==> src/rtl/msp_pkg.sv <==
`default_nettype none

package msp_pkg;

	// ---------------------------------------------------------------
	// timing
	// ---------------------------------------------------------------
	localparam int CLK_HZ = 50_000_000;
	localparam int TICK_S = 1;
	localparam int TICK_CYCLES = TICK_S * CLK_HZ;

	// ---------------------------------------------------------------
	// register offsets
	// ---------------------------------------------------------------
	localparam logic [7:0] OFS_OC_CFG = 8'h00;
	localparam logic [7:0] OFS_UC_CFG = 8'h04;
	localparam logic [7:0] OFS_RATING = 8'h08;
	localparam logic [7:0] OFS_AUX = 8'h0C;
	localparam logic [7:0] OFS_STATUS = 8'h10;
	localparam logic [7:0] OFS_IRQ_STAT = 8'h14;
	localparam logic [7:0] OFS_IRQ_MASK = 8'h18;
	localparam logic [7:0] OFS_CTRL = 8'h1C;

	// ---------------------------------------------------------------
	// field positions
	// ---------------------------------------------------------------
	localparam int OC_LEVEL_LSB = 0;
	localparam int OC_TIME_LSB = 16;
	localparam int UC_LEVEL_LSB = 0;
	localparam int UC_TIME_LSB = 16;
	localparam int RAT_CUR_LSB = 0;
	localparam int RAT_VOLT_LSB = 4;
	localparam int RAT_DELTA_BIT = 8;
	localparam int RAT_PHASE_BIT = 9;
	localparam int RAT_BRAKE_BIT = 10;
	localparam int AUX_JOG_LSB = 0;
	localparam int AUX_ACCEL_LSB = 8;
	localparam int AUX_DECEL_LSB = 16;
	localparam int AUX_BRAKE_LSB = 24;
	localparam int CTRL_CLR_BIT = 0;

	// ---------------------------------------------------------------
	// limits and reset values
	// ---------------------------------------------------------------
	localparam logic [8:0] OC_LEVEL_RST = 9'h096;
	localparam logic [7:0] OC_TIME_MAX = 8'h14;
	localparam logic [7:0] UC_LEVEL_MIN = 8'h14;
	localparam logic [7:0] UC_LEVEL_MAX = 8'hBE;
	localparam logic [7:0] UC_LEVEL_RST = 8'h46;
	localparam logic [7:0] UC_TIME_MAX = 8'hC8;
	localparam logic [7:0] JOG_MIN = 8'h19;
	localparam logic [7:0] JOG_MAX = 8'h32;
	localparam logic [7:0] JOG_RST = 8'h19;
	localparam logic [7:0] ACCEL_MIN = 8'h01;
	localparam logic [7:0] ACCEL_MAX = 8'hF0;
	localparam logic [7:0] ACCEL_RST = 8'h14;
	localparam logic [7:0] BRAKE_TIME_MAX = 8'h0A;
	localparam logic [7:0] TIME_OFF = 8'h00;
	localparam logic [3:0] CUR_IDX_MAX = 4'hD;
	localparam logic [3:0] VOLT_IDX_MAX = 4'hA;
	localparam logic [3:0] VOLT_IDX_RST = 4'h3;
	localparam logic [19:0] DELTA_NUM = 20'h000AD;
	localparam logic [19:0] DELTA_DEN = 20'h00064;

	localparam logic [10:0] RATED_AMPS [14] = '{11'h078, 11'h0AA, 11'h0CD, 11'h0FF,
		11'h122, 11'h154, 11'h19A, 11'h1DB, 11'h244, 11'h29E, 11'h320, 11'h3B6,
		11'h44C, 11'h578};
	localparam logic [9:0] RATED_VOLTS [11] = '{10'h0DC, 10'h0E6, 10'h0F0, 10'h17C,
		10'h190, 10'h19F, 10'h1B8, 10'h1CC, 10'h1E0, 10'h20D, 10'h23F};

	// ---------------------------------------------------------------
	// fault codes and interrupt bits
	// ---------------------------------------------------------------
	localparam logic [3:0] FLT_NONE = 4'h0;
	localparam logic [3:0] FLT_JOG = 4'h2;
	localparam logic [3:0] FLT_OC = 4'h6;
	localparam logic [3:0] FLT_UC = 4'h7;
	localparam logic [3:0] FLT_PHASE = 4'h8;
	localparam int IRQ_W = 4;
	localparam int IRQ_OC = 0;
	localparam int IRQ_UC = 1;
	localparam int IRQ_JOG = 2;
	localparam int IRQ_PHASE = 3;

	typedef enum logic [1:0] {
		MD_IDLE = 2'b00,
		MD_RUN = 2'b01,
		MD_JOG = 2'b10,
		MD_BRAKE = 2'b11
	} msp_mode_e;

endpackage

`default_nettype wire

==> src/rtl/msp_run_protect.sv <==
`timescale 1ns/100ps
`default_nettype none

module msp_run_protect #(
	parameter int TICK_CYCLES = msp_pkg::TICK_CYCLES,
	parameter logic [3:0] CUR_IDX_RST = 4'h0
) (
	input wire logic ref_clk,
	input wire logic resetn,
	input wire logic [7:0] paddr,
	input wire logic psel,
	input wire logic penable,
	input wire logic pwrite,
	input wire logic [31:0] pwdata,
	output logic [31:0] prdata,
	output logic pready,
	output logic pslverr,
	input wire logic [8:0] cur_pct,
	input wire logic full_voltage,
	input wire logic run_request,
	input wire logic power_on,
	input wire logic jog_input,
	input wire logic phase_seq_fwd,
	output logic drive_enable,
	output logic jog_active,
	output logic [7:0] jog_level,
	output logic jog_decel,
	output logic dc_brake,
	output logic thermal_hold,
	output logic [11:0] rated_ref_amps,
	output logic [9:0] rated_volt,
	output logic [3:0] fault_code,
	output logic irq
);

	// ---------------------------------------------------------------
	// helpers
	// ---------------------------------------------------------------
	function automatic logic [7:0] clamp8(input logic [7:0] v, input logic [7:0] lo,
		input logic [7:0] hi);
		logic [7:0] r;
		r = v;
		if (v < lo) begin
			r = lo;
		end else if (v > hi) begin
			r = hi;
		end
		return r;
	endfunction

	logic tick;
	msp_tick #(.TICK_CYCLES(TICK_CYCLES)) msp_tick_i (
		.ref_clk(ref_clk),
		.resetn(resetn),
		.tick(tick)
	);

	// ---------------------------------------------------------------
	// pin synchronisers
	// ---------------------------------------------------------------
	logic [1:0] sync1_q, sync2_q;
	always_ff @(posedge ref_clk or negedge resetn) begin
		if (!resetn) begin
			sync1_q <= 2'h0;
			sync2_q <= 2'h0;
		end else begin
			sync1_q <= {phase_seq_fwd, jog_input};
			sync2_q <= sync1_q;
		end
	end
	logic jog_s, seq_s;
	assign jog_s = sync2_q[0];
	assign seq_s = sync2_q[1];

	// ---------------------------------------------------------------
	// configuration and apb
	// ---------------------------------------------------------------
	logic [8:0] oc_level_q, oc_level_d;
	logic [7:0] oc_time_q, oc_time_d, uc_level_q, uc_level_d, uc_time_q, uc_time_d;
	logic [3:0] cur_idx_q, cur_idx_d, volt_idx_q, volt_idx_d;
	logic delta_q, delta_d, phase_chk_q, phase_chk_d, brake_sel_q, brake_sel_d;
	logic [7:0] jog_v_q, jog_v_d, accel_q, accel_d, decel_q, decel_d, brk_t_q, brk_t_d;
	localparam int IRQ_W_L = msp_pkg::IRQ_W;
	logic [IRQ_W_L-1:0] stat_q, stat_d, mask_q, mask_d, events;
	logic fault_clr;
	logic [31:0] prdata_q, prdata_d;
	logic pready_q, pready_d, pslverr_q, pslverr_d;
	logic wr_en;
	logic [31:0] rd_val;
	logic hit;

	// status words filled by the protection group
	logic [11:0] ref_q;
	logic [3:0] fault_q, code_q;
	msp_pkg::msp_mode_e mode_q;
	logic locked_q, seq_ok_q;

	always_comb begin
		wr_en = psel && penable && pwrite && pready_q;
		oc_level_d = oc_level_q;
		oc_time_d = oc_time_q;
		uc_level_d = uc_level_q;
		uc_time_d = uc_time_q;
		cur_idx_d = cur_idx_q;
		volt_idx_d = volt_idx_q;
		delta_d = delta_q;
		phase_chk_d = phase_chk_q;
		brake_sel_d = brake_sel_q;
		jog_v_d = jog_v_q;
		accel_d = accel_q;
		decel_d = decel_q;
		brk_t_d = brk_t_q;
		mask_d = mask_q;
		fault_clr = 1'b0;
		// set wins over write-one-to-clear
		stat_d = stat_q | events;
		hit = 1'b1;
		rd_val = 32'h0000_0000;
		unique case (paddr)
			msp_pkg::OFS_OC_CFG: rd_val = {8'h00, oc_time_q, 7'h00, oc_level_q};
			msp_pkg::OFS_UC_CFG: rd_val = {8'h00, uc_time_q, 8'h00, uc_level_q};
			msp_pkg::OFS_RATING: rd_val = {21'h0, brake_sel_q, phase_chk_q, delta_q,
				volt_idx_q, cur_idx_q};
			msp_pkg::OFS_AUX: rd_val = {brk_t_q, decel_q, accel_q, jog_v_q};
			msp_pkg::OFS_STATUS: rd_val = {12'h000, seq_ok_q, locked_q, mode_q, fault_q, ref_q};
			msp_pkg::OFS_IRQ_STAT: rd_val = {28'h0, stat_q};
			msp_pkg::OFS_IRQ_MASK: rd_val = {28'h0, mask_q};
			msp_pkg::OFS_CTRL: rd_val = 32'h0000_0000;
			default: hit = 1'b0;
		endcase
		if (wr_en && hit) begin
			unique case (paddr)
				msp_pkg::OFS_OC_CFG: begin
					oc_level_d = pwdata[msp_pkg::OC_LEVEL_LSB +: 9];
					oc_time_d = (pwdata[msp_pkg::OC_TIME_LSB +: 8] == msp_pkg::TIME_OFF) ?
						msp_pkg::TIME_OFF : clamp8(pwdata[msp_pkg::OC_TIME_LSB +: 8],
						8'h01, msp_pkg::OC_TIME_MAX);
				end
				msp_pkg::OFS_UC_CFG: begin
					uc_level_d = clamp8(pwdata[msp_pkg::UC_LEVEL_LSB +: 8], msp_pkg::UC_LEVEL_MIN,
						msp_pkg::UC_LEVEL_MAX);
					uc_time_d = (pwdata[msp_pkg::UC_TIME_LSB +: 8] == msp_pkg::TIME_OFF) ?
						msp_pkg::TIME_OFF : clamp8(pwdata[msp_pkg::UC_TIME_LSB +: 8],
						8'h01, msp_pkg::UC_TIME_MAX);
				end
				msp_pkg::OFS_RATING: begin
					cur_idx_d = (pwdata[msp_pkg::RAT_CUR_LSB +: 4] > msp_pkg::CUR_IDX_MAX) ?
						msp_pkg::CUR_IDX_MAX : pwdata[msp_pkg::RAT_CUR_LSB +: 4];
					volt_idx_d = (pwdata[msp_pkg::RAT_VOLT_LSB +: 4] > msp_pkg::VOLT_IDX_MAX) ?
						msp_pkg::VOLT_IDX_MAX : pwdata[msp_pkg::RAT_VOLT_LSB +: 4];
					delta_d = pwdata[msp_pkg::RAT_DELTA_BIT];
					phase_chk_d = pwdata[msp_pkg::RAT_PHASE_BIT];
					brake_sel_d = pwdata[msp_pkg::RAT_BRAKE_BIT];
				end
				msp_pkg::OFS_AUX: begin
					jog_v_d = clamp8(pwdata[msp_pkg::AUX_JOG_LSB +: 8], msp_pkg::JOG_MIN,
						msp_pkg::JOG_MAX);
					accel_d = clamp8(pwdata[msp_pkg::AUX_ACCEL_LSB +: 8], msp_pkg::ACCEL_MIN,
						msp_pkg::ACCEL_MAX);
					decel_d = pwdata[msp_pkg::AUX_DECEL_LSB +: 8];
					brk_t_d = (pwdata[msp_pkg::AUX_BRAKE_LSB +: 8] > msp_pkg::BRAKE_TIME_MAX) ?
						msp_pkg::BRAKE_TIME_MAX : pwdata[msp_pkg::AUX_BRAKE_LSB +: 8];
				end
				msp_pkg::OFS_IRQ_STAT: stat_d = (stat_q & ~pwdata[IRQ_W_L-1:0]) | events;
				msp_pkg::OFS_IRQ_MASK: mask_d = pwdata[IRQ_W_L-1:0];
				msp_pkg::OFS_CTRL: fault_clr = pwdata[msp_pkg::CTRL_CLR_BIT];
				default: fault_clr = 1'b0;
			endcase
		end
		pready_d = psel && !penable;
		pslverr_d = psel && !penable && !hit;
		prdata_d = (psel && !penable && !pwrite) ? rd_val : prdata_q;
	end

	always_ff @(posedge ref_clk or negedge resetn) begin
		if (!resetn) begin
			oc_level_q <= msp_pkg::OC_LEVEL_RST;
			oc_time_q <= msp_pkg::TIME_OFF;
			uc_level_q <= msp_pkg::UC_LEVEL_RST;
			uc_time_q <= msp_pkg::TIME_OFF;
			cur_idx_q <= CUR_IDX_RST;
			volt_idx_q <= msp_pkg::VOLT_IDX_RST;
			delta_q <= 1'b0;
			phase_chk_q <= 1'b0;
			brake_sel_q <= 1'b0;
			jog_v_q <= msp_pkg::JOG_RST;
			accel_q <= msp_pkg::ACCEL_RST;
			decel_q <= msp_pkg::TIME_OFF;
			brk_t_q <= msp_pkg::TIME_OFF;
			stat_q <= '0;
			mask_q <= '0;
			prdata_q <= 32'h0000_0000;
			pready_q <= 1'b0;
			pslverr_q <= 1'b0;
		end else begin
			oc_level_q <= oc_level_d;
			oc_time_q <= oc_time_d;
			uc_level_q <= uc_level_d;
			uc_time_q <= uc_time_d;
			cur_idx_q <= cur_idx_d;
			volt_idx_q <= volt_idx_d;
			delta_q <= delta_d;
			phase_chk_q <= phase_chk_d;
			brake_sel_q <= brake_sel_d;
			jog_v_q <= jog_v_d;
			accel_q <= accel_d;
			decel_q <= decel_d;
			brk_t_q <= brk_t_d;
			stat_q <= stat_d;
			mask_q <= mask_d;
			prdata_q <= prdata_d;
			pready_q <= pready_d;
			pslverr_q <= pslverr_d;
		end
	end

	// ---------------------------------------------------------------
	// protection, jog, braking
	// ---------------------------------------------------------------
	msp_pkg::msp_mode_e mode_d;
	logic [7:0] oc_cnt_q, oc_cnt_d, uc_cnt_q, uc_cnt_d, tm_q, tm_d;
	logic [11:0] ref_d;
	logic [3:0] fault_d, code_d, new_fault;
	logic locked_d, seq_ok_d, pwr_prev_q;
	logic armed, oc_cond, uc_cond, oc_trip, uc_trip, jog_to, brk_end, brake_ok;
	logic phase_refuse, lock_now;
	logic drv_q, drv_d, jog_q, jog_d, decel_q2, decel_d2, brk_q, brk_d, irq_q, irq_d;
	logic [9:0] volt_q, volt_d;

	always_comb begin
		ref_d = 12'(msp_pkg::RATED_AMPS[cur_idx_q]);
		if (delta_q) begin
			ref_d = 12'((20'(msp_pkg::RATED_AMPS[cur_idx_q]) * msp_pkg::DELTA_NUM) /
				msp_pkg::DELTA_DEN);
		end
		volt_d = msp_pkg::RATED_VOLTS[volt_idx_q];
		// armed only at full voltage run
		armed = (mode_q == msp_pkg::MD_RUN) && full_voltage;
		oc_cond = armed && (oc_time_q != msp_pkg::TIME_OFF) && (cur_pct > oc_level_q);
		uc_cond = armed && (uc_time_q != msp_pkg::TIME_OFF) && (cur_pct < {1'b0, uc_level_q});
		// second counters clear on condition loss
		oc_cnt_d = oc_cond ? (tick ? oc_cnt_q + 8'h01 : oc_cnt_q) : 8'h00;
		uc_cnt_d = uc_cond ? (tick ? uc_cnt_q + 8'h01 : uc_cnt_q) : 8'h00;
		oc_trip = oc_cond && tick && (oc_cnt_q == oc_time_q);
		uc_trip = uc_cond && tick && (uc_cnt_q == uc_time_q);
		jog_to = (mode_q == msp_pkg::MD_JOG) && tick && (tm_q == accel_q);
		brk_end = (mode_q == msp_pkg::MD_BRAKE) && tick && (tm_q == brk_t_q);
		brake_ok = brake_sel_q && !delta_q && (brk_t_q != msp_pkg::TIME_OFF);
		lock_now = power_on && !pwr_prev_q && !locked_q;
		locked_d = locked_q || lock_now;
		seq_ok_d = lock_now ? seq_s : seq_ok_q;
		phase_refuse = phase_chk_q && locked_q && !seq_ok_q;
		new_fault = oc_trip ? msp_pkg::FLT_OC : uc_trip ? msp_pkg::FLT_UC :
			jog_to ? msp_pkg::FLT_JOG : msp_pkg::FLT_NONE;
		// a new trip beats a clear in the same cycle
		fault_d = (new_fault != msp_pkg::FLT_NONE) ? new_fault :
			(fault_clr ? msp_pkg::FLT_NONE : fault_q);
		mode_d = mode_q;
		unique case (mode_q)
			msp_pkg::MD_IDLE: begin
				if (fault_q == msp_pkg::FLT_NONE && !phase_refuse) begin
					if (jog_s) begin
						mode_d = msp_pkg::MD_JOG;
					end else if (run_request) begin
						mode_d = msp_pkg::MD_RUN;
					end
				end
			end
			msp_pkg::MD_RUN: begin
				if (oc_trip || uc_trip || phase_refuse) begin
					mode_d = msp_pkg::MD_IDLE;
				end else if (!run_request) begin
					mode_d = brake_ok ? msp_pkg::MD_BRAKE : msp_pkg::MD_IDLE;
				end
			end
			msp_pkg::MD_JOG: begin
				if (jog_to || !jog_s || phase_refuse) begin
					mode_d = msp_pkg::MD_IDLE;
				end
			end
			msp_pkg::MD_BRAKE: begin
				if (brk_end) begin
					mode_d = msp_pkg::MD_IDLE;
				end
			end
		endcase
		tm_d = (mode_d != mode_q) ? 8'h00 : (tick ? tm_q + 8'h01 : tm_q);
		drv_d = (mode_d == msp_pkg::MD_RUN) || (mode_d == msp_pkg::MD_JOG);
		jog_d = (mode_d == msp_pkg::MD_JOG);
		// ramp down after jog if decel set
		decel_d2 = (mode_q == msp_pkg::MD_JOG) && !jog_s && (decel_q != msp_pkg::TIME_OFF);
		brk_d = (mode_d == msp_pkg::MD_BRAKE);
		code_d = (fault_d != msp_pkg::FLT_NONE) ? fault_d :
			(phase_refuse ? msp_pkg::FLT_PHASE : msp_pkg::FLT_NONE);
		events = '0;
		events[msp_pkg::IRQ_OC] = oc_trip;
		events[msp_pkg::IRQ_UC] = uc_trip;
		events[msp_pkg::IRQ_JOG] = jog_to;
		events[msp_pkg::IRQ_PHASE] = lock_now && phase_chk_q && !seq_s;
		irq_d = |(stat_d & mask_q);
	end

	always_ff @(posedge ref_clk or negedge resetn) begin
		if (!resetn) begin
			mode_q <= msp_pkg::MD_IDLE;
			oc_cnt_q <= 8'h00;
			uc_cnt_q <= 8'h00;
			tm_q <= 8'h00;
			ref_q <= 12'h000;
			volt_q <= 10'h000;
			fault_q <= msp_pkg::FLT_NONE;
			code_q <= msp_pkg::FLT_NONE;
			locked_q <= 1'b0;
			seq_ok_q <= 1'b0;
			pwr_prev_q <= 1'b0;
			drv_q <= 1'b0;
			jog_q <= 1'b0;
			decel_q2 <= 1'b0;
			brk_q <= 1'b0;
			irq_q <= 1'b0;
		end else begin
			mode_q <= mode_d;
			oc_cnt_q <= oc_cnt_d;
			uc_cnt_q <= uc_cnt_d;
			tm_q <= tm_d;
			ref_q <= ref_d;
			volt_q <= volt_d;
			fault_q <= fault_d;
			code_q <= code_d;
			locked_q <= locked_d;
			seq_ok_q <= seq_ok_d;
			pwr_prev_q <= power_on;
			drv_q <= drv_d;
			jog_q <= jog_d;
			decel_q2 <= decel_d2;
			brk_q <= brk_d;
			irq_q <= irq_d;
		end
	end

	assign prdata = prdata_q;
	assign pready = pready_q;
	assign pslverr = pslverr_q;
	assign drive_enable = drv_q;
	assign jog_active = jog_q;
	assign jog_level = jog_v_q;
	assign jog_decel = decel_q2;
	assign dc_brake = brk_q;
	assign thermal_hold = brk_q;
	assign rated_ref_amps = ref_q;
	assign rated_volt = volt_q;
	assign fault_code = code_q;
	assign irq = irq_q;
endmodule // msp_run_protect

`default_nettype wire

==> src/rtl/msp_tick.sv <==
`timescale 1ns/100ps
`default_nettype none

module msp_tick #(
	parameter int TICK_CYCLES = msp_pkg::TICK_CYCLES
) (
	input wire logic ref_clk,
	input wire logic resetn,
	output logic tick
);

	logic [31:0] cnt_q, cnt_d;
	logic tick_q, tick_d;

	always_comb begin
		tick_d = (cnt_q == 32'(TICK_CYCLES - 1));
		cnt_d = tick_d ? 32'h0000_0000 : cnt_q + 32'h0000_0001;
	end

	always_ff @(posedge ref_clk or negedge resetn) begin
		if (!resetn) begin
			cnt_q <= 32'h0000_0000;
			tick_q <= 1'b0;
		end else begin
			cnt_q <= cnt_d;
			tick_q <= tick_d;
		end
	end

	assign tick = tick_q;

endmodule // msp_tick

`default_nettype wire

==> config.mk <==
export PLATFORM = sky130hd
export DESIGN_NAME = msp_run_protect
export DESIGN_NICKNAME = d
export VERILOG_FILES = /design/src/rtl/msp_pkg.sv /design/src/rtl/msp_run_protect.sv /design/src/rtl/msp_tick.sv
export SDC_FILE = /design/constraint.sdc
export NUM_CORES = 1
export LEC_CHECK = 0
export BUFFER_PORTS_ARGS = -buffer_cell sky130_fd_sc_hd__clkbuf_2
export CAP_MARGIN = 20
export CELL_PAD_IN_SITES_DETAIL_PLACEMENT = 2
export CELL_PAD_IN_SITES_GLOBAL_PLACEMENT = 2
export CORE_UTILIZATION = 34
export CTS_CLUSTER_SIZE = 28
export DETAILED_ROUTE_END_ITERATION = 16
export HOLD_SLACK_MARGIN = 0.05
export PLACE_DENSITY = 0.76
export RECOVER_POWER = 25
export SLEW_MARGIN = 15
export SYNTH_ARGS = -nofsm -noshare
export SYNTH_HDL_FRONTEND = slang
export SYNTH_SLANG_ARGS = --single-unit
==> constraint.sdc <==
create_clock -name ref_clk -period 11.1 [get_ports ref_clk]
set_clock_uncertainty 0.15 [all_clocks]
set_input_delay 0.555 -clock ref_clk [delete_from_list [all_inputs] [get_ports ref_clk]]
set_output_delay 0.555 -clock ref_clk [all_outputs]
set_load 0.02 [all_outputs]
* Word level (Yosys, flattened, before mapping)
Memories as Yosys holds them, arrays and structs flattened. A register that Yosys moved wholly into a read port is not among the register bits.
Cells that the tools add are included.
** Storage, ports and cells
- Bits in registers :: 209
- Latch bits :: 0
- RAM bits :: 0
- Memory bits (read-only) :: 336
- Input bits :: 59
- Output and inout port bits :: 74
- Word-level logic and storage cells :: 201
- Memories kept :: 2
** Operators by class
- Add/subtract/negate cells :: 4
- Multipliers :: 1
- Divide/modulo/power cells :: 1
- $lt $le $gt $ge :: 15
- Equality and inequality tests :: 21
- Shift-type cells :: 0
- Muxes and demuxes :: 47
- Bitwise operators :: 7
- Reduce and logical (&&, ||, !) cells :: 66
** Memories
- (name not given) :: depth 16, bits a word 11, read ports 1, clocked after Yosys merged registers in 0, write ports 0, RTL line msp_run_protect.sv:233 : ref_d = 12'((20'(msp_pkg::RATED_AMPS[cur_idx_q]) * msp_pkg::DELTA_NUM) /
- (name not given) :: depth 16, bits a word 10, read ports 1, clocked after Yosys merged registers in 1, write ports 0, RTL line msp_run_protect.sv:236 : volt_d = msp_pkg::RATED_VOLTS[volt_idx_q];
** Operators by type and width (number)
- 32-bit case mux with 7 select lines :: 1
- 8-bit two-way mux :: 19
- 32-bit by 1-bit adder with 32-bit output, second input constant :: 1
- 32-bit by 26-bit equality test with 1-bit output, second input constant :: 1
- 8-bit by 5-bit equality test with 1-bit output, second input constant :: 4
- 8-bit equality test :: 4
- 32-bit two-way mux :: 1
- 4-bit two-way mux :: 8
- 8-bit nonzero test :: 4
- 1-bit logical AND :: 31
- 8-bit by 1-bit adder with 8-bit output, second input constant :: 3
- 8-bit greater-than comparator, second input constant :: 3
- 11-bit two-way mux :: 2
- 19-bit by 7-bit divider with 20-bit output, second input constant :: 1
- 11-bit by 8-bit multiplier with 19-bit output, second input constant :: 1
- 2-bit two-way mux :: 9
- 8-bit by 4-bit equality test with 1-bit output, second input constant :: 2
- 8-bit zero test :: 2
- 8-bit by 1-bit < comparator with 1-bit output, second input constant :: 2
- 8-bit by 5-bit < comparator with 1-bit output, second input constant :: 2
- 12-bit two-way mux :: 1
- 1-bit zero test :: 11
- 4-bit inverter with 5-bit output :: 2
- 2-bit AND reduction :: 5
- 25 further kinds :: 42

* Depth between registers and ports, before layout
- Word-level depth :: 12
- Mapped depth :: 51
- Depth with buffers taken out :: 46

* Hierarchy
Synthesis repeated with hierarchy kept, for this count alone.
** Unflattened totals
- Cells, all modules :: 1722
- Area total of the unflattened synthesis :: 15846.4 sq um
** By module, submodules not included
- msp_run_protect :: instances 1, cells an instance 1574, area each 14236.2 sq um, sequential area each 4647.0 sq um
- msp_tick :: instances 1, cells an instance 148, area each 1610.3 sq um, sequential area each 825.8 sq um

* Least setup slack after synthesis
Ideal clock, no wire load.
- Path kind :: flip-flop to flip-flop
- Start :: register cur_idx_q[0]
- End :: register ref_q[0], in the netlist rated_ref_amps[0]
- Library setup time :: 0.092 ns
- Arrival time :: 11.372 ns
- Data required time :: 10.858 ns
- Setup slack :: -0.514 ns
- Cell stages (with the launch flop) :: 50
- Path buffers :: 3
- Period minus slack after synthesis :: 11.614 ns
- Path through :: dfrtp_1 > inv_1 > ha_1 > mux2i_1 > nor2_1 > a21oi_1 > ha_1 > inv_1 > fa_1 > inv_1 > fa_1 > inv_1 > fa_1 > inv_1 > ha_1 > buf_2 > a21oi_1 > o21a_1 > (+14 left out) > buf_6 > nand4b_1 > o31ai_1 > a2111o_1 > or2_4 > and2_0 > maj3_1 > o221a_2 > o32ai_4 > and3b_4 > o21ai_2 > a221oi_4 > nor4_1 > or4_4 > o211a_1 > nor2_1 > xor2_1 > o31ai_2
** Between the ends
- Longest elaborated chain between the ends :: 7
** RTL lines
- start: declaration :: RTL line msp_run_protect.sv:80 : logic [3:0] cur_idx_q, cur_idx_d, volt_idx_q, volt_idx_d;
- start signal: assignment :: RTL line msp_run_protect.sv:200 : cur_idx_q <= cur_idx_d;
- 4-bit inverter with 5-bit output (implied by the code) (*) :: RTL line msp_run_protect.sv:231, msp_run_protect.sv:233
- memory read 16 x 11 bit (*)
- 11-bit two-way mux (implied by the code) (*) (2 in series) :: RTL line msp_run_protect.sv:233
- 11-bit by 8-bit multiplier with 19-bit output :: RTL line msp_run_protect.sv:233
- 19-bit by 7-bit divider with 20-bit output :: RTL line msp_run_protect.sv:233
- 12-bit two-way mux (*) :: RTL line msp_run_protect.sv:232 : if (delta_q) begin
- net ref_d[0] :: RTL line msp_run_protect.sv:222 : logic [11:0] ref_d;
- end signal: assignment :: RTL line msp_run_protect.sv:326 : ref_q <= ref_d;
- end: declaration :: RTL line msp_run_protect.sv:93 : logic [11:0] ref_q;
The timed path passes the listed nets; every way through them passes the cells marked *. The select of a mux whose other input is x is not followed.
A chain may end at the register's enable or synchronous reset.

* Worst setup path after layout
- Start :: register cur_idx_q[2]
- End :: register ref_q[0], in the netlist rated_ref_amps[0]
The elaborated chain is that of the path after synthesis.

==> impl_metrics.yaml <==
sta:
  max_slew_margin: -1.90
  rsz0062_at_grt: "true"
  maxSlewViolCount: 78
  postLayoutSetupSlackWorst_ps: -2510
  fin_crit_ps: 13610
  whs_ps: 80.4
  fmax_mhz: 73.5
  tightest_slew_ps: 4350
  finalSetupViolations: 5
  hold_viol_final: 0
  fin_crit_sh: 1.23
yosys:
  synth-edff-count: 0
  seq_area_frac_synth: 0.341
  syn_area_per_cell_um2: 8.86
  synth_nets: 1984
  synth_cell_types: 112
  syn-cell-area_mm2: 0.0160
  synth-main-ff-cell: "dfrtp_1"
  ys_seq_elements: 218
  ys_warn_count: 0
  ys_async_sr_fraction: 1.00
  synth_cells: 1810
floorplan:
  initial_utilization: 0.344
  dieArea_mm2: 0.0480
  num_io_pins: 133
  die_h_um: 219
  die_w_um: 219
  rows: 79
  coreArea_mm2: 0.0466
setup_path:
  reg2reg_slack_ps: -2510
  critPathKind: "reg2reg"
  cp_max_fo: 5
  slowest_stage: "fa_1"
  start_kind: "flop"
  slowest_delay_ps: 810
  endpoint_kind: "flop"
  crit_required_ps: 11410
  r2r_cells: 57
  cp.arrival_ps: 13920
  r2r_end: "rated_ref_amps[0]"
  r2r_start: "cur_idx_q[2]"
  worst_path_most_repeated_cell: "buf_4"
clock_tree:
  cts.htree.levels: 1
  clock_path_buffers: 3
  clk_latency_ps: 590
  clkTransAtPathRegs_ps: 70
  cts_tree: "built"
  cts.root.buffer_cell: "clkbuf_16"
  cts_sinks: 218
  cts_buffers: 27
global_routing:
  grt_pass1_vias: 19600
  grt_pass1_wl_mm: 122
  antenna_found_initial: 8
  grt_max_degree: 78
  track_usage: 0.331
  grt_overflow: 0
status:
  violations: "capacitance limit, slew limit, setup timing"
  status: "finished with violations"
cells_and_area:
  layout.nets: 2463
  syn2layout_area_growth_pct: 39.9
  stdcell_area_mm2: 0.0224
  drive_gt1_frac: 0.367
  fin_util: 0.482
routing:
  remaining_drc_errors: 0
  viasPerCell: 6.26
  drt_first_pass_iters: 5
  routed_wl_mm: 93.6
  drtIter0Drc: 1420
  ant_nets: 0
  vias: 18300
  routedWlPerCell_um: 32.1
place:
  dpl.hpwl_mm: 51.4
  gp_congestion: 0.874
  pre_cts_ws_ps: -1340
  dpl_cell_area_mm2: 0.0195
  io_buffers: 132
min_path:
  hold_start: "pwdata[24]"
  worstHoldPathType: "in2reg"
  holdPathStages: 3
  min_to: "brk_t_q[0]"
pwr:
  leakage_nw: 10.0
  power_density_mw_per_mm2: 109
  vdd_drop_max_v: 0.000109
run:
  max_cap_viol_count: 1
routing by layer:
layer / GRT usage / part of all wire / up-vias
met3: 0.0362 / 0.061 / 463
met2: 0.615 / 0.49 / 876
met1: 0.366 / 0.36 / 9387
met5: 0 / 0.00092 / -
li1: - / - / 7531
met4: 0.179 / 0.084 / 14
worst max-delay path, delay by kind of cell (launching register included):
| kind | cells | cell delay (ps) |
|---|---|---|
| AOI/OAI and AO/OA | 24 | 5340 |
| xor gates and xnor gates | 1 | 270 |
| adders and majority gates | 5 | 2400 |
| buffers and inverters | 19 | 3200 |
| DFF | 1 | 440 |
| and+or+nand+nor | 8 | 1650 |
metrics by stage:
stage	setup TNS (ps)	power, mW	instances
floorplan	-63.0	1.09	1810
global placement	-1290	1.30	2766
global route	-9160	2.50	2917
finish	-8580	2.45	2918
CTS	-1150	2.34	2886
detailed placement	-3070	1.33	2766
final cells by class:
type / count / area (um2)
Fill cell: 4896 / 24100
Antenna cell: 1 / 2.50
Inverter: 87 / 329
Sequential cell: 218 / 5480
Clock buffer: 38 / 797
Tap cell: 607 / 759
Timing Repair Buffer: 530 / 3730
Multi-Input combinational cell: 1425 / 11200
Clock inverter: 12 / 166
state kept, by name, summed over array words and instances, names as in the netlist, 9 cells and up:
name,flops
msp_tick_i.cnt_q,32
prdata,32
rated_ref_amps,12
rated_volt,10
oc_level_q,9
cell usage in the layout, fill, tap and decap left out, types with 9 or more instances in the layout:
cell       Yosys  routed
dfstp_2       14      13
nor2_1       138     121
mux2_2        40      38
xor2_1        63      63
clkbuf_2       0     104
o211ai_1      15      15
nand3_1       53      49
and2_1        26      20
mux2i_1       23      20
a21oi_2        6      25
clkbuf_1      60      31
clkbuf_16      0      27
xnor2_1       40      39
o21a_1        13      12
o31ai_1       15      11
and3_1        22      21
nor2b_1       18      16
a21o_1        19      17
nand4_1       29      29
o21ai_1        9      11
nor4_1        25      22
nand2b_1      16      15
fa_1          21      20
a21oi_4        0      12
ha_4           0      11
a21oi_1       94      63
a22oi_1       26      22
dfrtp_1      204     201
nor3_1        31      26
nor2_2         3      13
o21ai_0      120     112
inv_1         87      80
buf_4          4     378
nand2_1      221     208
ha_1          94      79
nand2_2        3      13
buf_6          4       9
a31oi_1       26      21
power breakdown:
group | leakage [nW] | switching [mW] | internal (mW) | total (mW)
Clock | 0.476 | 0.424 | 0.576 | 1.00
Combinational | 6.71 | 0.361 | 0.262 | 0.623
Sequential | 2.85 | 0.0190 | 0.805 | 0.824
Total | 10.0 | 0.804 | 1.64 | 2.45
how the worst max path moves through the flow:
| stage | end | slack [ps] | startpoint |
|---|---|---|---|
| 2_1_floorplan | rated_ref_amps[0] | -60 | cur_idx_q[0] |
| 3_3_place_gp | rated_ref_amps[0] | -710 | cur_idx_q[1] |
| 3_5_place_dp | rated_ref_amps[0] | -1340 | cur_idx_q[2] |
| 4_1_cts | rated_ref_amps[0] | -630 | cur_idx_q[2] |
| 5_1_grt | rated_ref_amps[0] | -2630 | cur_idx_q[2] |
| 6_report | rated_ref_amps[0] | -2510 | cur_idx_q[2] |
repair_timing:
item / in CTS / in global routing
endpoints found under the setup margin: 4 / 5
resized for setup: 187 / 57
buffers inserted: 63 / 29
cloned: 2 / 0
endpoints found under the hold margin: 73 / 0
pin swaps: 94 / 30
hold buffers: 5 / 0
cell usage after synthesis, types with 6 or more instances:
master | instances | share of area
a211oi_1 | 15 | 0.0070
o21a_1 | 13 | 0.0061
o21ai_1 | 9 | 0.0028
mux2i_1 | 23 | 0.014
o21ai_0 | 120 | 0.037
and2_1 | 26 | 0.010
o31ai_1 | 15 | 0.0070
nor2b_1 | 18 | 0.0070
a2111oi_0 | 6 | 0.0033
dfrtp_1 | 204 | 0.32
nor4_1 | 25 | 0.0098
nand2b_1 | 16 | 0.0062
a21oi_2 | 6 | 0.0033
dfstp_2 | 14 | 0.023
and4_1 | 8 | 0.0044
o211ai_1 | 15 | 0.0070
nor3_1 | 31 | 0.0097
xnor2_1 | 40 | 0.022
o21ai_2 | 6 | 0.0033
buf_1 | 6 | 0.0014
or3_1 | 8 | 0.0031
a22oi_1 | 26 | 0.012
or2_2 | 8 | 0.0031
o22ai_1 | 7 | 0.0027
and3_1 | 22 | 0.0086
fa_1 | 21 | 0.026
nand2_1 | 221 | 0.052
nand3_1 | 53 | 0.017
buf_2 | 8 | 0.0025
a31oi_1 | 26 | 0.010
mux2_2 | 40 | 0.028
nand4_1 | 29 | 0.011
inv_1 | 87 | 0.020
nor2_1 | 138 | 0.032
a21oi_1 | 94 | 0.029
xor2_1 | 63 | 0.034
a21o_1 | 19 | 0.0089
or4_1 | 9 | 0.0042
a211o_1 | 8 | 0.0044
ha_1 | 94 | 0.073
clkbuf_1 | 60 | 0.014
logic make-up (layout without fill, tap and decap cells):
family / Yosys count / after routing / synth area share
AND/OR/NAND/NOR: 649 / 650 / 0.198
AO/OA/AOI/OAI: 486 / 487 / 0.211
flip-flops: 218 / 218 / 0.341
buffers and inverters: 169 / 667 / 0.0430
adder cells (fa/ha/maj): 117 / 117 / 0.101
XOR/XNOR: 103 / 103 / 0.0563
multiplexers: 68 / 68 / 0.0495
other: 0 / 1 / 0
(Power assumes the default switching activity.)
